==> config.mk <==
export PLATFORM = sky130hd
export DESIGN_NAME = timer3_counter_modulator
export DESIGN_NICKNAME = d
export VERILOG_FILES = /design/src/logic/tmr3_pkg.sv /design/src/logic/edge_if.sv /design/src/logic/input_edge_stage.sv /design/src/logic/timer3_counter_modulator.sv
export SDC_FILE = /design/constraint.sdc
export NUM_CORES = 1
export LEC_CHECK = 0
export BUFFER_PORTS_ARGS = -buffer_cell sky130_fd_sc_hd__buf_2
export CORE_AREA = 2 2 98 77
export CTS_BUF_LIST = sky130_fd_sc_hd__clkbuf_16
export CTS_CLUSTER_SIZE = 8
export DETAILED_ROUTE_END_ITERATION = 7
export DIE_AREA = 0 0 100 79
export GPL_TIMING_DRIVEN = 0
export PLACE_DENSITY = 0.84
export SYNTH_ARGS = -nofsm -noshare
export SYNTH_HDL_FRONTEND = slang
export SYNTH_HIERARCHICAL = 1
export SYNTH_SLANG_ARGS = --single-unit
==> constraint.sdc <==
create_clock -name ref_clk -period 4.85 [get_ports ref_clk]
set_input_delay 1.2125 -clock ref_clk [delete_from_list [all_inputs] [get_ports ref_clk]]
set_output_delay 1.2125 -clock ref_clk [all_outputs]
set_load 0.01 [all_outputs]
==> src/logic/tmr3_pkg.sv <==
// constants, register map and field layout of the third timer
// assumes a 4-bit register address space and 8-bit register data
package tmr3_pkg;
	localparam int DATA_W = 8;
	localparam int ADDR_W = 4;

	// register offsets
	localparam logic [3:0] ADDR_MODE    = 4'h0;
	localparam logic [3:0] ADDR_CTRL    = 4'h1;
	localparam logic [3:0] ADDR_CLKSEL  = 4'h2;
	localparam logic [3:0] ADDR_CMODE1  = 4'h3;
	localparam logic [3:0] ADDR_CMODE2  = 4'h4;
	localparam logic [3:0] ADDR_CMP1    = 4'h5;
	localparam logic [3:0] ADDR_CMP2    = 4'h6;
	localparam logic [3:0] ADDR_CAPTURE = 4'h7;
	localparam logic [3:0] ADDR_STATUS  = 4'h8;

	// mode codes
	localparam logic [3:0] MODE_TIMER     = 4'hf;
	localparam logic [3:0] MODE_EXT_TRIG  = 4'he;
	localparam logic [3:0] MODE_INT_TRIG  = 4'hd;
	localparam logic [3:0] MODE_TIMER_T2O = 4'hc;
	localparam logic [3:0] MODE_TRIG_T2O  = 4'hb;
	localparam logic [3:0] MODE_BURST_M2  = 4'ha;
	localparam logic [3:0] MODE_BURST_SO  = 4'h9;
	localparam logic [3:0] MODE_FSK       = 4'h8;
	localparam logic [3:0] MODE_PWM       = 4'h7;

	// control fields
	localparam int CTRL_RUN    = 0;
	localparam int CTRL_PRESET = 1;
	localparam int CTRL_EIM    = 3;
	// clock-select fields
	localparam int CLK_EXT     = 0;
	localparam int CLK_EDGE_LO = 1;
	localparam int CLK_EDGE_HI = 2;
	// compare-mode fields
	localparam int CM_RESET  = 0;
	localparam int CM_IRQ    = 1;
	localparam int CM_TOGGLE = 2;
	localparam int CM_SINGLE = 3;
	// status fields
	localparam int ST_RUN  = 0;
	localparam int ST_CM1  = 1;
	localparam int ST_CM2  = 2;
	localparam int ST_EDGE = 3;

	// edge select codes
	localparam logic [1:0] EDGE_NONE = 2'h0;
	localparam logic [1:0] EDGE_RISE = 2'h1;
	localparam logic [1:0] EDGE_FALL = 2'h2;
	localparam logic [1:0] EDGE_BOTH = 2'h3;

	// reset values
	localparam logic [3:0] MODE_RST = 4'hf;
	localparam logic [7:0] CMP_RST  = 8'hff;

	typedef enum logic [1:0] {ST_IDLE, ST_ARMED, ST_COUNT} run_state_t;
endpackage

==> src/logic/edge_if.sv <==
// carries the input edge stage settings and results to the timer core
// assumes both ends run on ref_clk
`timescale 1ns/1ps
interface edge_if;
	logic [1:0] edge_sel;
	logic       pin_level;
	logic       edge_pulse;
	modport stage (input edge_sel, output pin_level, output edge_pulse);
	modport user  (output edge_sel, input pin_level, input edge_pulse);
endinterface

==> src/logic/input_edge_stage.sv <==
// synchroniser and programmable edge detector for the external timer input
// assumes the pin is asynchronous to ref_clk
`timescale 1ns/1ps
module input_edge_stage (
	input  wire logic ref_clk,
	input  wire logic srst,
	input  wire logic timer_input_pin,
	edge_if.stage     eif
);
	logic meta_q, meta_d;
	logic sync_q, sync_d;
	logic last_q, last_d;
	logic pulse_q, pulse_d;

	always_comb begin
		meta_d = timer_input_pin;
		sync_d = meta_q;
		last_d = sync_q;
		unique case (eif.edge_sel)
			tmr3_pkg::EDGE_RISE: pulse_d = sync_q & ~last_q;
			tmr3_pkg::EDGE_FALL: pulse_d = ~sync_q & last_q;
			tmr3_pkg::EDGE_BOTH: pulse_d = sync_q ^ last_q;
			tmr3_pkg::EDGE_NONE: pulse_d = 1'b0;
		endcase
	end

	// only the second and third stages are looked at; the first may be metastable
	always_ff @(posedge ref_clk) begin
		if (srst) begin
			meta_q  <= 1'b0;
			sync_q  <= 1'b0;
			last_q  <= 1'b0;
			pulse_q <= 1'b0;
		end else begin
			meta_q  <= meta_d;
			sync_q  <= sync_d;
			last_q  <= last_d;
			pulse_q <= pulse_d;
		end
	end

	assign eif.pin_level  = last_q;
	assign eif.edge_pulse = pulse_q;
endmodule

==> src/logic/timer3_counter_modulator.sv <==
// third timer: 8-bit counter with two compares, capture and modulator output
// assumes a same-clock register port, prescaler tick and second timer / serial signals
`timescale 1ns/1ps
module timer3_counter_modulator #(
	parameter int CNT_W = 8
) (
	input  wire logic                        ref_clk,
	input  wire logic                        srst,
	input  wire logic [tmr3_pkg::ADDR_W-1:0] reg_addr,
	input  wire logic [tmr3_pkg::DATA_W-1:0] reg_wdata,
	input  wire logic                        reg_wr,
	input  wire logic                        reg_rd,
	output logic      [tmr3_pkg::DATA_W-1:0] reg_rdata,
	input  wire logic                        timer_input_pin,
	input  wire logic                        int_clk_tick,
	input  wire logic                        second_timer_toggle,
	input  wire logic                        second_timer_output,
	input  wire logic                        second_timer_output_flipflop,
	input  wire logic                        serial_shift_data,
	output logic                             timer_output_pin,
	output logic                             third_timer_toggle,
	output logic                             timer_irq
);
	generate
		if (CNT_W != tmr3_pkg::DATA_W) begin : g_bad_width
			$error("counter width must equal register data width");
		end
	endgenerate

	edge_if eif ();

	input_edge_stage u_edge (
		.ref_clk         (ref_clk),
		.srst            (srst),
		.timer_input_pin (timer_input_pin),
		.eif             (eif)
	);

	logic [3:0]       timer_three_mode_select_q, timer_three_mode_select_d;
	logic [3:0]       timer_three_control_q, timer_three_control_d;
	logic [2:0]       clksel_q, clksel_d;
	logic [3:0]       cmode1_q, cmode1_d;
	logic [3:0]       cmode2_q, cmode2_d;
	logic [CNT_W-1:0] compare_reg_one_q, compare_reg_one_d;
	logic [CNT_W-1:0] compare_reg_two_q, compare_reg_two_d;
	logic [CNT_W-1:0] capture_q, capture_d;
	logic [3:0]       timer_status_reg_q, timer_status_reg_d;
	logic [CNT_W-1:0] cnt_q, cnt_d;
	tmr3_pkg::run_state_t state_q, state_d;
	logic             sel_q, sel_d;
	logic             done1_q, done1_d;
	logic             done2_q, done2_d;
	logic             tog_q, tog_d;
	logic             out_q, out_d;
	logic             tog_ev_q, tog_ev_d;
	logic             irq_q, irq_d;
	logic [7:0]       rdata_q, rdata_d;

	logic             run_bit;
	logic             tick;
	logic             ext_trig_mode;
	logic             trig_ev;
	logic             active_sel;
	logic [3:0]       act_mode;
	logic [CNT_W-1:0] act_cmp;
	logic             act_done;
	logic             match;
	logic             edge_irq;

	function automatic logic mode_legal(input logic [3:0] m);
		return m >= tmr3_pkg::MODE_PWM;
	endfunction

	function automatic logic is_ext_trig(input logic [3:0] m);
		return (m == tmr3_pkg::MODE_EXT_TRIG) || (m == tmr3_pkg::MODE_TRIG_T2O);
	endfunction

	assign eif.edge_sel = clksel_q[tmr3_pkg::CLK_EDGE_HI:tmr3_pkg::CLK_EDGE_LO];
	assign run_bit      = timer_three_control_q[tmr3_pkg::CTRL_RUN];
	assign ext_trig_mode = is_ext_trig(timer_three_mode_select_q);

	// external trigger modes always count the internal clock, the input is the trigger
	always_comb begin
		if (clksel_q[tmr3_pkg::CLK_EXT] && !ext_trig_mode) begin
			tick = eif.edge_pulse;
		end else begin
			tick = int_clk_tick;
		end
	end

	// restart events: input edge in modes 2/5, second timer toggle in 3 and 9
	always_comb begin
		trig_ev = 1'b0;
		if (state_q == tmr3_pkg::ST_COUNT) begin
			if (ext_trig_mode) begin
				trig_ev = eif.edge_pulse;
			end else if (timer_three_mode_select_q == tmr3_pkg::MODE_INT_TRIG
				|| timer_three_mode_select_q == tmr3_pkg::MODE_PWM) begin
				trig_ev = second_timer_toggle;
			end
		end
	end

	// FSK and PWM let the serial data pick the register
	always_comb begin
		if (timer_three_mode_select_q == tmr3_pkg::MODE_FSK
			|| timer_three_mode_select_q == tmr3_pkg::MODE_PWM) begin
			active_sel = serial_shift_data;
		end else begin
			active_sel = sel_q;
		end
		act_mode = active_sel ? cmode2_q : cmode1_q;
		act_cmp  = active_sel ? compare_reg_two_q : compare_reg_one_q;
		act_done = active_sel ? done2_q : done1_q;
	end

	// count value x matches on its (x+1)th tick from zero
	assign match = (state_q == tmr3_pkg::ST_COUNT) && tick && !trig_ev
		&& (cnt_q == act_cmp) && !(act_mode[tmr3_pkg::CM_SINGLE] && act_done);

	assign edge_irq = eif.edge_pulse && timer_three_control_q[tmr3_pkg::CTRL_EIM]
		&& !run_bit;

	// sequencing: state, counter, compare selection and single-action flags
	always_comb begin
		state_d = state_q;
		cnt_d   = cnt_q;
		sel_d   = sel_q;
		done1_d = done1_q;
		done2_d = done2_q;
		if (!run_bit || !mode_legal(timer_three_mode_select_q)) begin
			state_d = tmr3_pkg::ST_IDLE;
			cnt_d   = '0;
			sel_d   = 1'b0;
			done1_d = 1'b0;
			done2_d = 1'b0;
		end else begin
			unique case (state_q)
				tmr3_pkg::ST_IDLE: begin
					state_d = ext_trig_mode ? tmr3_pkg::ST_ARMED : tmr3_pkg::ST_COUNT;
				end
				tmr3_pkg::ST_ARMED: begin
					if (eif.edge_pulse) begin
						state_d = tmr3_pkg::ST_COUNT;
					end
				end
				tmr3_pkg::ST_COUNT: begin
					if (trig_ev) begin
						cnt_d   = '0;
						sel_d   = 1'b0;
						done1_d = 1'b0;
						done2_d = 1'b0;
					end else if (tick) begin
						if (match && act_mode[tmr3_pkg::CM_RESET]) begin
							cnt_d = '0;
						end else begin
							cnt_d = cnt_q + 1'b1;
						end
					end
					if (match) begin
						if (active_sel) begin
							done2_d = cmode2_q[tmr3_pkg::CM_SINGLE];
							sel_d   = !(cmode1_q[tmr3_pkg::CM_SINGLE] && done1_q);
						end else begin
							done1_d = cmode1_q[tmr3_pkg::CM_SINGLE];
							sel_d   = cmode2_q[tmr3_pkg::CM_SINGLE] && done2_q ? 1'b0 : 1'b1;
						end
					end else if (!trig_ev && tick && act_mode[tmr3_pkg::CM_SINGLE] && act_done
						&& !(active_sel ? cmode1_q[tmr3_pkg::CM_SINGLE] && done1_q
						: cmode2_q[tmr3_pkg::CM_SINGLE] && done2_q)) begin
						sel_d = ~sel_q;
					end
				end
			endcase
		end
	end

	always_ff @(posedge ref_clk) begin
		if (srst) begin
			state_q <= tmr3_pkg::ST_IDLE;
			cnt_q   <= '0;
			sel_q   <= 1'b0;
			done1_q <= 1'b0;
			done2_q <= 1'b0;
		end else begin
			state_q <= state_d;
			cnt_q   <= cnt_d;
			sel_q   <= sel_d;
			done1_q <= done1_d;
			done2_q <= done2_d;
		end
	end

	// output stage: toggle flip-flop, pin mux, event pulses
	always_comb begin
		tog_d    = tog_q;
		tog_ev_d = 1'b0;
		irq_d    = 1'b0;
		if (reg_wr && reg_addr == tmr3_pkg::ADDR_CTRL && !run_bit) begin
			tog_d = reg_wdata[tmr3_pkg::CTRL_PRESET];
		end else if (match && act_mode[tmr3_pkg::CM_TOGGLE]) begin
			tog_d    = ~tog_q;
			tog_ev_d = 1'b1;
		end
		if ((match && act_mode[tmr3_pkg::CM_IRQ]) || edge_irq) begin
			irq_d = 1'b1;
		end
		unique case (timer_three_mode_select_q)
			tmr3_pkg::MODE_TIMER_T2O,
			tmr3_pkg::MODE_TRIG_T2O: out_d = second_timer_output;
			tmr3_pkg::MODE_BURST_M2: out_d = tog_q & second_timer_output_flipflop;
			tmr3_pkg::MODE_BURST_SO: out_d = tog_q & serial_shift_data;
			default:                 out_d = tog_q;
		endcase
	end

	always_ff @(posedge ref_clk) begin
		if (srst) begin
			tog_q    <= 1'b0;
			tog_ev_q <= 1'b0;
			irq_q    <= 1'b0;
			out_q    <= 1'b0;
		end else begin
			tog_q    <= tog_d;
			tog_ev_q <= tog_ev_d;
			irq_q    <= irq_d;
			out_q    <= out_d;
		end
	end

	assign timer_output_pin   = out_q;
	assign third_timer_toggle = tog_ev_q;
	assign timer_irq          = irq_q;

	// register file; compare and edge status flags clear on read (the run flag follows the state), but a new event in that cycle wins
	always_comb begin
		timer_three_mode_select_d = timer_three_mode_select_q;
		timer_three_control_d     = timer_three_control_q;
		clksel_d                  = clksel_q;
		cmode1_d                  = cmode1_q;
		cmode2_d                  = cmode2_q;
		compare_reg_one_d         = compare_reg_one_q;
		compare_reg_two_d         = compare_reg_two_q;
		if (reg_wr) begin
			unique case (reg_addr)
				tmr3_pkg::ADDR_MODE:   timer_three_mode_select_d = reg_wdata[3:0];
				tmr3_pkg::ADDR_CTRL:   timer_three_control_d     = reg_wdata[3:0];
				tmr3_pkg::ADDR_CLKSEL: clksel_d                  = reg_wdata[2:0];
				tmr3_pkg::ADDR_CMODE1: cmode1_d                  = reg_wdata[3:0];
				tmr3_pkg::ADDR_CMODE2: cmode2_d                  = reg_wdata[3:0];
				tmr3_pkg::ADDR_CMP1:   compare_reg_one_d         = reg_wdata;
				tmr3_pkg::ADDR_CMP2:   compare_reg_two_d         = reg_wdata;
				default: ;
			endcase
		end
		// capture modes load the count into the capture on a restart event and hold it; elsewhere it follows the live count
		if (timer_three_mode_select_q == tmr3_pkg::MODE_INT_TRIG || ext_trig_mode) begin
			capture_d = trig_ev ? cnt_q : capture_q;
		end else begin
			capture_d = cnt_q;
		end
		timer_status_reg_d = timer_status_reg_q;
		if (reg_rd && reg_addr == tmr3_pkg::ADDR_STATUS) begin
			timer_status_reg_d = '0;
		end
		timer_status_reg_d[tmr3_pkg::ST_RUN] = (state_q != tmr3_pkg::ST_IDLE);
		if (match && !active_sel) begin
			timer_status_reg_d[tmr3_pkg::ST_CM1] = 1'b1;
		end
		if (match && active_sel) begin
			timer_status_reg_d[tmr3_pkg::ST_CM2] = 1'b1;
		end
		if (eif.edge_pulse) begin
			timer_status_reg_d[tmr3_pkg::ST_EDGE] = 1'b1;
		end
		rdata_d = '0;
		if (reg_rd) begin
			unique case (reg_addr)
				tmr3_pkg::ADDR_MODE:    rdata_d = {4'h0, timer_three_mode_select_q};
				tmr3_pkg::ADDR_CTRL:    rdata_d = {4'h0, timer_three_control_q};
				tmr3_pkg::ADDR_CLKSEL:  rdata_d = {5'h00, clksel_q};
				tmr3_pkg::ADDR_CMODE1:  rdata_d = {4'h0, cmode1_q};
				tmr3_pkg::ADDR_CMODE2:  rdata_d = {4'h0, cmode2_q};
				tmr3_pkg::ADDR_CMP1:    rdata_d = compare_reg_one_q;
				tmr3_pkg::ADDR_CMP2:    rdata_d = compare_reg_two_q;
				tmr3_pkg::ADDR_CAPTURE: rdata_d = capture_q;
				tmr3_pkg::ADDR_STATUS:  rdata_d = {4'h0, timer_status_reg_q};
				default:                rdata_d = '0;
			endcase
		end
	end

	always_ff @(posedge ref_clk) begin
		if (srst) begin
			timer_three_mode_select_q <= tmr3_pkg::MODE_RST;
			timer_three_control_q     <= '0;
			clksel_q                  <= '0;
			cmode1_q                  <= '0;
			cmode2_q                  <= '0;
			compare_reg_one_q         <= tmr3_pkg::CMP_RST;
			compare_reg_two_q         <= tmr3_pkg::CMP_RST;
			capture_q                 <= '0;
			timer_status_reg_q        <= '0;
			rdata_q                   <= '0;
		end else begin
			timer_three_mode_select_q <= timer_three_mode_select_d;
			timer_three_control_q     <= timer_three_control_d;
			clksel_q                  <= clksel_d;
			cmode1_q                  <= cmode1_d;
			cmode2_q                  <= cmode2_d;
			compare_reg_one_q         <= compare_reg_one_d;
			compare_reg_two_q         <= compare_reg_two_d;
			capture_q                 <= capture_d;
			timer_status_reg_q        <= timer_status_reg_d;
			rdata_q                   <= rdata_d;
		end
	end

	assign reg_rdata = rdata_q;

	property p_match_value;
		@(posedge ref_clk) disable iff (srst)
		match |-> cnt_q == act_cmp;
	endproperty
	a_match_value: assert property (p_match_value) else $error("match off value");

	property p_wrap;
		@(posedge ref_clk) disable iff (srst)
		(state_q == tmr3_pkg::ST_COUNT && run_bit && tick && !trig_ev && !match
			&& cnt_q == 8'hff && mode_legal(timer_three_mode_select_q))
		|=> cnt_q == 8'h00;
	endproperty
	a_wrap: assert property (p_wrap) else $error("counter did not wrap");

	property p_armed_hold;
		@(posedge ref_clk) disable iff (srst)
		(state_q == tmr3_pkg::ST_ARMED && !eif.edge_pulse && run_bit) |=> cnt_q == 8'h00;
	endproperty
	a_armed_hold: assert property (p_armed_hold) else $error("armed counter moved");

	property p_single_once;
		@(posedge ref_clk) disable iff (srst)
		(done1_q && cmode1_q[tmr3_pkg::CM_SINGLE] && !trig_ev) |-> !(match && !active_sel);
	endproperty
	a_single_once: assert property (p_single_once) else $error("single action repeated");

	property p_alternate;
		@(posedge ref_clk) disable iff (srst)
		(match && !active_sel && cmode1_q == 4'h0 && cmode2_q == 4'h0 && run_bit
			&& timer_three_mode_select_q == tmr3_pkg::MODE_TIMER) |=> sel_q;
	endproperty
	a_alternate: assert property (p_alternate) else $error("compare not alternated");

	property p_edge_irq;
		@(posedge ref_clk) disable iff (srst)
		(eif.edge_pulse && run_bit && !(match && act_mode[tmr3_pkg::CM_IRQ])) |=> !timer_irq;
	endproperty
	a_edge_irq: assert property (p_edge_irq) else $error("edge irq while running");

	property p_capture;
		@(posedge ref_clk) disable iff (srst)
		(trig_ev && timer_three_mode_select_q == tmr3_pkg::MODE_INT_TRIG)
		|=> capture_q == $past(cnt_q) && cnt_q == 8'h00;
	endproperty
	a_capture: assert property (p_capture) else $error("capture or reset missed");

	property p_burst_gate;
		@(posedge ref_clk) disable iff (srst)
		(timer_three_mode_select_q == tmr3_pkg::MODE_BURST_SO && !serial_shift_data)
		|=> !timer_output_pin;
	endproperty
	a_burst_gate: assert property (p_burst_gate) else $error("burst not gated");

	property p_status_cm;
		@(posedge ref_clk) disable iff (srst)
		(match && !active_sel) |=> timer_status_reg_q[tmr3_pkg::ST_CM1];
	endproperty
	a_status_cm: assert property (p_status_cm) else $error("status lost compare");
endmodule

=== After elaboration in Yosys (flattened, before gate mapping) ===
Cells that the tools add are included.

* Word-level logic and storage cells: 162
* Output and inout bits: 11
* Flip-flop bits (word level): 76
* Input bits: 22

* Add/sub/neg operators: 1
* Equal/unequal tests: 24
* Reductions and logical operators: 61
* Bitwise logic cells: 10
* Multiplexer cells: 39
* Magnitude comparators: 1

{| class="wikitable"
|+ Operators with widths
! cell !! count
|-
| 8-bit one-hot mux with 9 select lines || 1
|-
| 8-bit two-way mux || 6
|-
| 4-bit equality test (second input constant) || 8
|-
| 1-bit two-way mux || 25
|-
| 1-bit logical AND || 22
|-
| 4-bit by 3-bit equality test with 1-bit output (second input constant) || 5
|-
| 2-bit AND reduction || 10
|-
| 2-bit nonzero test || 7
|-
| 8-bit by 1-bit adder with 8-bit output (second input constant) || 1
|-
| 4-bit by 2-bit equality test with 1-bit output (second input constant) || 2
|-
| 8-bit equality test || 1
|-
| 1-bit logical NOT || 8
|-
| 4-bit two-way mux || 2
|-
| 2-bit OR reduction || 4
|-
| 2-bit equality test (second input constant) || 3
|-
| 1-bit logical OR || 6
|-
| 1-bit NOT || 5
|-
| 1-bit bitwise AND || 4
|-
| 2-bit by 1-bit equality test with 1-bit output (second input constant) || 2
|-
| 4-bit by 1-bit equality test with 1-bit output (second input constant) || 1
|-
| 4-bit by 3-bit greater-or-equal comparator with 1-bit output (second input constant) || 1
|-
| 2-bit logical NOT || 2
|-
| 4-bit logical NOT || 1
|-
| 2-bit two-way mux || 2
|-
| 7 further kinds || 7
|}

=== Logic depth before layout (Yosys ltp) ===
Gate-level depths: netlist (run 1).

* Depth in word-level cells: 13
* Depth in mapped cells: 12
* Gate-level depth less buffers: 8

=== Cells and area by module ===
Netlist (run 1), hierarchy kept.

{| class="wikitable"
|+ By module, submodules not included
! module !! cells an instance !! seq. area each (µm²) !! times used !! area each (µm²)
|-
| timer3_counter_modulator || 466 || 1441.4 || 1 || 3887.5
|-
| input_edge_stage || 16 || 80.1 || 1 || 158.9
|}

=== Least setup slack after synthesis (run 1) ===
OpenSTA, ideal clock, no wires.

* Kind: input to register
* From: input port serial_shift_data
* To: register cnt_q[1]
* Arrival time: 3.606 ns
* Stages on the path: 10
* Setup slack: 1.122 ns
* Library setup time: 0.122 ns
* Data required time: 4.728 ns
* Buffers on the path: 2
* Cells stage by stage: or4b_4 a21oi_4 buf_6 nor4_1 or3b_1 a2111o_1 or4_4 buf_6 a32oi_1 nor2_1

* Longest elaborated chain between the ends: 9
* Elaborated cells on any way between the ends: 13
* Classes of those cells: eq/ne: 1; mux: 7; reduce/logical: 5

{| class="wikitable"
|+ RTL lines
! what !! RTL line !! text
|-
| start, declared || timer3_counter_modulator.sv:19 || <nowiki>input wire logic serial_shift_data,</nowiki>
|-
| 1-bit two-way mux (*) || timer3_counter_modulator.sv:106 || <nowiki>if (timer_three_mode_select_q == tmr3_pkg::MODE_FSK</nowiki>
|-
| 8-bit two-way mux, or another cell as far along || timer3_counter_modulator.sv:113 || <nowiki>act_cmp = active_sel ? compare_reg_two_q : compare_reg_one_q;</nowiki>
|-
| 8-bit equality test or 1-bit logical AND (tied branches) || timer3_counter_modulator.sv:119 || <nowiki>&& (cnt_q == act_cmp) && !(act_mode[tmr3_pkg::CM_SINGLE] && act_done);</nowiki>
|-
| 1-bit logical AND or 1-bit logical NOT (tied branches) || timer3_counter_modulator.sv:119 ||
|-
| 1-bit logical AND || timer3_counter_modulator.sv:119 ||
|-
| 1-bit logical AND (*) || timer3_counter_modulator.sv:154 || <nowiki>if (match && act_mode[tmr3_pkg::CM_RESET]) begin</nowiki>
|-
| 8-bit two-way mux (*) || timer3_counter_modulator.sv:154 ||
|-
| 8-bit two-way mux (*) || timer3_counter_modulator.sv:153 || <nowiki>end else if (tick) begin</nowiki>
|-
| 8-bit two-way mux (*) || timer3_counter_modulator.sv:148 || <nowiki>if (trig_ev) begin</nowiki>
|-
| end signal, assigned || timer3_counter_modulator.sv:187 || <nowiki>cnt_q <= cnt_d;</nowiki>
|-
| end, declared || timer3_counter_modulator.sv:48 || <nowiki>logic [CNT_W-1:0] cnt_q, cnt_d;</nowiki>
|}

Mark *: on every way between the ends. The rest lies on a longest branch, timed or not. The select of a mux whose other input is x is not followed.
A chain may end at the register's enable or synchronous reset.

=== Worst setup path after layout (run 1) ===
* From: input port serial_shift_data
* To: register cnt_q[5]

The elaborated chain is that of the path after synthesis.

==> results.txt, run 1 <==
----------------------------------------------------
[Hold path]
  Hold EP ... u_edge/last_d
  Worst min-delay path class ... reg2reg
  Beginning of the worst hold path ... u_edge/meta_q
  Hold Crit Depth ... 1

[Placed design]
  Input/output buffers ... 30
  Detailed-placement wirelength estimate ... 8420 µm
  Final estimated routing congestion in global placement ... 0.913

[CTS]
  Clock root cell ... sky130_fd_sc_hd__clkbuf_16
  Post-CTS Hold Fix Bufs ... 0
  Clk buf depth ... 2
  Cts bufs inserted ... 9
  Level count of the clock H-tree ... 3
  Clock transition at the registers of the reported paths ... 0.06 ns
  Number of setup buffers added after CTS ... 0
  Clock latency of the later-clocked register in the worst-skew pair ... 0.34 ns
  TritonCTS clock tree ... built
  TritonCTS Sinks ... 76
  Cells resized by post-CTS repair ... 0

[Yosys]
  Average size of a mapped cell ... 8.39 µm²
  Cell count after synthesis ... 482
  Proportion of synthesized flip-flops having asynchronous set or reset ... 0%
  Sequential fraction of the synthesis area ... 37.6%
  Top flip-flop cell by instance count after synthesis ... sky130_fd_sc_hd__dfxtp_1
  Syn. warnings ... 6
  Library cell occupying the most area in the post-synthesis netlist ... sky130_fd_sc_hd__dfxtp_1
  Most instantiated cells after synthesis ... sky130_fd_sc_hd__dfxtp_1, sky130_fd_sc_hd__nor2_1, sky130_fd_sc_hd__nand2_1, sky130_fd_sc_hd__mux2i_1, sky130_fd_sc_hd__a21oi_1
  Number of synthesized flops with an enable pin ... 0
  #FFs+latches synth ... 76
  Dominant cells by area after synthesis ... sky130_fd_sc_hd__dfxtp_1, sky130_fd_sc_hd__mux2i_1, sky130_fd_sc_hd__nor2_1
  Post-synth net total ... 507
  Count leader, synth ... sky130_fd_sc_hd__dfxtp_1
  Cell area after synthesis ... 0.00405 mm²
  Count of different cell masters after synthesis ... 67
  Yosys top cell area share ... 37.6%

[Setup path]
  Chain of cells forming the critical path ... buf_2 -> nor4bb_1 -> o21a_1 -> buf_4 -> nor3_1 -> a211oi_1 -> a2111o_1 -> or4_4 -> buf_6 -> a41oi_2 -> a31oi_1
  Reg-to-reg endpoint ... cnt_q[5]
  Crit Path Category ... in2reg
  Data arrival at the endpoint of the critical path ... 4.18 ns
  Worst-path fanout max ... 10
  Category of the worst setup path launch point ... primary input
  Origin of the worst setup path ... serial_shift_data
  Critical Path Sink Type ... flop
  CP peak stage delay ... 0.79 ns
  Flop-to-flop setup slack ... 1.28 ns
  Number of cell instances on the worst register-to-register path ... 11
  Launching point of the worst reg2reg path ... timer_three_mode_select_q[3]
  Master of the slowest instance on the critical path ... sky130_fd_sc_hd__nor3_1
  Critical path data required time ... 5.05 ns

[Timing]
  Period utilization ... 82.0%
  Worst slew slack as a fraction of its limit ... 27.4%
  Final critical-path required period ... 3.98 ns
  Final setup TNS ... 0 ns
  Slew Limit Fails ... 0
  F_max ... 0.251 GHz
  Setup repair after global routing missed its margin ... false
  Transition at the pin with the smallest max-transition slack ... 1.09 ns
  Worst hold slack ... 0.437 ns
  Final setup fails ... 0
  Final-report hold violation count ... 0
  Clk_skew ... 0.00677 ns

[Floorplanning]
  Number of top-level pins ... 33
  Die width ... 100 µm
  Area enclosed by the die boundary ... 0.00790 mm²
  Chip height ... 79 µm
  Initial standard-cell utilization of the core ... 57.6%
  Row Count ... 27
  Placeable core region ... 0.00703 mm²

[Outcome]
  Status ... finished, final reports clean

[Global route]
  Gr ovfl total ... 0
  Number of global-route vias before repair ... 3,666
  Number of antenna violations at the first check in global routing ... 0
  Pin count of the biggest net entering global routing ... 15
  Global-route wire length before repair ... 18,600 µm
  Global router's overall resource usage ... 30.1%

[Final layout]
  Multi-input gate area ... 0.00228 mm²
  Growth of design area from synthesis to finish ... 13.3%
  Share of cells above drive strength 1 ... 13.1%
  Utilization of the core after routing ... 65.2%
  Count of nets after finishing ... 548
  Number of inserted filler cells in the final layout ... 624
  Inserted Diodes ... 0
  Storage cell area ... 0.00152 mm²

[Routing]
  DRC violation count after routing ... 0
  First-pass iteration count of the detailed router ... 5
  Total via count after detailed routing ... 3,954
  DRC marker count from the first detailed-route iteration ... 452
  Number of antenna-violating nets in the routed design ... 0
  WL per Instance ... 18.7 µm
  Total Wirelength ... 11,500 µm
  Mean number of vias per cell ... 6.43

[Power and ir drop]
  Power density relative to cell area ... 299 mW/mm²
  LEAKAGE ... 1.70 nW
  Total power ... 1.37 mW
  Worst IR Drop VDD ... 0.173 mV

[Job]
  Max-capacitance violation count ... 0

----------------------------------------------------
[kinds of logic after synthesis]
logic type | synth area share, %
DFF | 37.6
xor gates and xnor gates | 1.08
adders and majority gates | 0.928
AOI/OAI and AO/OA | 21.7
muxes | 9.65
and+or+nand+nor | 23.1
buffers and inverters | 5.97
[where the power goes]
part / switching [mW] / leakage (nW) / internal, mW
clock: 0.278 / 0.126 / 0.348
combinational: 0.0672 / 0.964 / 0.0400
sequential: 0.00588 / 0.615 / 0.632
[cells in the final DEF (no fill, tap or decap), types with 10 or more instances in the layout]
master and count:
sky130_fd_sc_hd__inv_1 19, sky130_fd_sc_hd__clkbuf_1 25, sky130_fd_sc_hd__buf_2 34, sky130_fd_sc_hd__a21oi_1 26
sky130_fd_sc_hd__mux2i_1 30, sky130_fd_sc_hd__nand3_1 17, sky130_fd_sc_hd__nor2_1 66, sky130_fd_sc_hd__o21ai_0 10
sky130_fd_sc_hd__nor2b_1 18, sky130_fd_sc_hd__dfxtp_1 76, sky130_fd_sc_hd__a211o_1 16, sky130_fd_sc_hd__nand2_1 33
[through the flow]
| step | setup slack, ns | instances | cell area [µm²] |
|---|---|---|---|
| after floorplan | 1.12 | 482 | 4050 |
| after global placement | 0.753 | 599 | 4310 |
| after detailed placement | 0.682 | 599 | 4310 |
| after CTS | 0.965 | 615 | 4580 |
| after global routing | 0.769 | 615 | 4580 |
| final | 0.871 | 615 | 4580 |
[critical path: cells and delay by family]
family | cells | cell delay (ns)
buf+inv | 3 | 0.45
compound gates | 5 | 1.14
simple gates | 3 | 1.35
[flip-flops by register name, summed over array words and instances (netlist names), 2 cells and up]
signal                     cells
cmode1_q                       4
cmode2_q                       4
compare_reg_one_q              8
clksel_q                       3
cnt_q                          8
timer_status_reg_q             4
timer_three_control_q          4
state_q                        2
timer_three_mode_select_q      4
reg_rdata                      8
compare_reg_two_q              8
capture_q                      8
[final cells by class]
class	instances	area share (%)
plain buffers	36	3.71
clock buffers	9	4.91
clock inverters	7	1.15
inverters	19	1.56
multi-input cells	351	49.8
flip-flops and latches	76	33.2
well taps	87	2.38
repair buffers	30	3.28
[worst max path at each step]
stage,end,slack [ns],cells after the start
detailed placement,cnt_q[5],0.68,11
finish,cnt_q[5],0.87,11
CTS,cnt_q[5],0.96,11
floorplan,cnt_q[1],1.12,10
global placement,cnt_q[1],0.75,11
global route,cnt_q[1],0.77,11
[per-layer routing]
metal  vias to the layer above  track usage (%)  routed length [µm]  share of wire (%)
li1                       1829                -                   -                  -
met1                      1870             41.3                4870                 42
met2                       222             48.0                5260                 46
met3                        33             6.16                1090                9.5
met4                         0             9.59                 265                2.3
met5                         -                0                   0                  0
Note: power is estimated with default switching activity, not from simulation.
==> run 2, diff against run 1 <==
CORE_AREA = 2 2 103 80   (was 2 2 98 77)
DIE_AREA = 0 0 105 82   (was 0 0 100 79)
PLACE_DENSITY = 0.81   (was 0.84)
clock period = 3.5 ns   (was 4.85 ns; I/O delays follow)
==> run 2 against run 1 <==
  * Flip-flop and latch count stayed put
  * Power up 53%
  * Critical path depth stayed put
  * Critical endpoint unchanged
  * Wire length rose by 1.8%
  * Sequential share of layout area shrank 0.80 points
  * Count of clock-buffer cells in the layout did not move
  * Design area up 2.5%
==> results.txt, run 2 (same netlist as run 1, synthesis figures left out) <==
----------------------------------------------------
[Final layout]
  Share of cells above drive strength 1 ... 13.8% (+0.71 points)
  Most common cell after layout, fill and taps aside ... sky130_fd_sc_hd__dfxtp_1
  Commonest cells after routing, fill and taps aside ... sky130_fd_sc_hd__dfxtp_1, sky130_fd_sc_hd__nor2_1, sky130_fd_sc_hd__nand2_1, sky130_fd_sc_hd__buf_2, sky130_fd_sc_hd__mux2i_1
  Utilization of the core after routing ... 61.5% (-3.7 points)
  Count of nets after finishing ... 550 (+0.36%)
  Final standard cell area without fillers ... 0.00470 mm² (+2.5%)
  Growth of design area from synthesis to finish ... 16.0%
  Inserted Diodes ... 0 (unchanged)

[Routing]
  Number of antenna-violating nets in the routed design ... 0 (unchanged)
  Met2 wire len ... 5340 µm (+1.6%)
  First-pass iteration count of the detailed router ... 5 (unchanged)
  Met3 routed WL ... 1140 µm (+5.0%)
  Total via count after detailed routing ... 4,009 (+1.4%)
  WL met1 ... 4980 µm (+2.3%)
  Mean number of vias per cell ... 6.31 (-1.8%)
  DRC violation count after routing ... 0 (unchanged)
  Top layer in use ... met4
  Total Wirelength ... 11,700 µm (+1.8%)
  DRC marker count from the first detailed-route iteration ... 433 (-4.2%)
  WL per Instance ... 18.4 µm (-1.4%)

[Global route]
  Number of antenna violations at the first check in global routing ... 0 (unchanged)
  Pin count of the biggest net entering global routing ... 14 (-1)
  Global-route wire length before repair ... 18,700 µm (+0.41%)
  Global router's overall resource usage ... 27.7% (-2.5 points)
  Number of global-route vias before repair ... 3,631 (-0.95%)
  Gr ovfl total ... 0 (unchanged)

[Power and ir drop]
  Logic gate share of total power ... 7.1% (-0.7 points)
  Total power ... 2.10 mW (+53%)
  Fraction of power consumed by the clock network ... 50.8% (+5.1 points)
  NetSw ... 0.473 mW (+35%)
  LEAKAGE ... 1.77 nW (+3.7%)
  Worst IR Drop VDD ... 0.256 mV (+48%)
  Internal power summed over all cells ... 1.63 mW (+59%)
  Power density relative to cell area ... 447 mW/mm² (+49%)
  Net switching share of the total power ... 22.5% (-3.1 points)
  Sequential share of power ... 42.1% (-4.4 points)

[Setup path]
  Launching point of the worst reg2reg path ... timer_three_mode_select_q[3]
  Number of cell instances on the worst register-to-register path ... 11 (unchanged)
  Origin of the worst setup path ... serial_shift_data
  Crit Path Category ... in2reg
  Category of the worst setup path launch point ... primary input
  Critical Path Sink Type ... flop
  Critical path data required time ... 3.70 ns (-1.35 ns)
  Data arrival at the endpoint of the critical path ... 3.60 ns (-0.58 ns)
  Worst-path fanout max ... 10 (unchanged)

[Timing]
  Clk_skew ... 0.00844 ns (+0.00167 ns)
  Final setup fails ... 0 (unchanged)
  Setup repair after global routing missed its margin ... false
  Final critical-path required period ... 3.40 ns
  Slew Limit Fails ... 0 (unchanged)
  Final-report hold violation count ... 0 (unchanged)
  Transition at the pin with the smallest max-transition slack ... 1.00 ns (-0.0853 ns)
  Worst slew slack as a fraction of its limit ... 33.1% (+5.7 points)
  Period utilization ... 97.2%
  F_max ... 0.294 GHz

[Hold path]
  Hold Crit Depth ... 1 (unchanged)
  Worst min-delay path class ... reg2reg
  Beginning of the worst hold path ... u_edge/meta_q

[Floorplanning]
  Number of top-level pins ... 33 (unchanged)
  Row Count ... 28 (+3.7%)
  Placeable core region ... 0.00764 mm² (+8.7%)
  Area enclosed by the die boundary ... 0.00861 mm² (+9.0%)
  Initial standard-cell utilization of the core ... 53.0% (-4.6 points)
  Chip height ... 82 µm (+3.8%)
  Die width ... 105 µm (+5.0%)

[Placed design]
  Post-placement cell area ... 0.00433 mm² (+0.52%)
  Input/output buffers ... 30 (unchanged)
  Detailed-placement wirelength estimate ... 8390 µm (-0.32%)
  Final estimated routing congestion in global placement ... 0.909 (-0.49%)

[CTS]
  Clock latency of the later-clocked register in the worst-skew pair ... 0.34 ns (about the same)
  Clk buf depth ... 2 (unchanged)
  Cts bufs inserted ... 9 (unchanged)
  Post-CTS Hold Fix Bufs ... 0 (unchanged)
  Clock root cell ... sky130_fd_sc_hd__clkbuf_16
  Clock transition at the registers of the reported paths ... 0.06 ns (about the same)
  TritonCTS Sinks ... 76 (unchanged)
  Level count of the clock H-tree ... 3 (unchanged)
  TritonCTS clock tree ... built

[Job]
  Max-capacitance violation count ... 0 (unchanged)

[Outcome]
  Status ... finished, final reports clean

----------------------------------------------------
[run 2: final timing paths]
check / end / slack [ns]
worst max register to register: cnt_q[5] / 0.17
worst min register to register: u_edge/last_d / 0.43
worst min-delay path: u_edge/last_d / 0.43
worst max-delay path: cnt_q[5] / 0.1
[run 2: power by group through the flow]
| stage | combinational (mW) | sequential [mW] | clock [mW] |
|---|---|---|---|
| 6_report | 0.149 | 0.883 | 1.07 |
| 3_3_place_gp | 0.139 | 0.902 | 0 |
| 4_1_cts | 0.145 | 0.883 | 1.07 |
| 3_5_place_dp | 0.143 | 0.902 | 0 |
| 5_1_grt | 0.161 | 0.884 | 1.10 |
| 2_1_floorplan | 0.0938 | 0.901 | 0 |
[run 2: what timing repair did]
item | CTS | global route
gates resized for setup | 1 | 2
buffers inserted | 0 | 3
setup endpoints to repair | 12 | 4
pin swaps | 0 | 0
[run 2: critical path, cell delays in order]
cell	delay, ns
sky130_fd_sc_hd__buf_2	0.12
sky130_fd_sc_hd__or4b_4	0.49
sky130_fd_sc_hd__a21oi_4	0.18
sky130_fd_sc_hd__buf_6	0.16
sky130_fd_sc_hd__nor4_1	0.05
sky130_fd_sc_hd__or3b_1	0.42
sky130_fd_sc_hd__a2111o_1	0.39
sky130_fd_sc_hd__or4_4	0.51
sky130_fd_sc_hd__buf_6	0.16
sky130_fd_sc_hd__a41oi_2	0.17
sky130_fd_sc_hd__a31oi_1	0.06
[run 2: layer usage]
layer / track usage (%) / up-vias
met5: 0 / -
met4: 6.27 / 0
met3: 4.60 / 27
met2: 46.8 / 257
met1: 37.6 / 1892
li1: - / 1833
[run 2: layout make-up]
cell class / count / area, µm²
plain buffers: 35 / 169
clock buffers: 9 / 225
clock inverters: 7 / 116
fillers: 683 / 2940
inverters: 19 / 71.3
multi-input cells: 351 / 2290
flip-flops and latches: 76 / 1520
well taps: 105 / 131
repair buffers: 33 / 173
[run 2: per-stage QoR]
stage / setup TNS (ns) / setup slack, ns / cells / hold slack [ns]
after floorplan: 0 / 0.109 / 482 / 0.414
after global routing: 0 / 0.0150 / 635 / 0.461
final: 0 / 0.0996 / 635 / 0.434
after CTS: 0 / 0.116 / 633 / 0.436
after detailed placement: -5.38 / -0.450 / 617 / 0.422
after global placement: -3.99 / -0.356 / 617 / 0.419
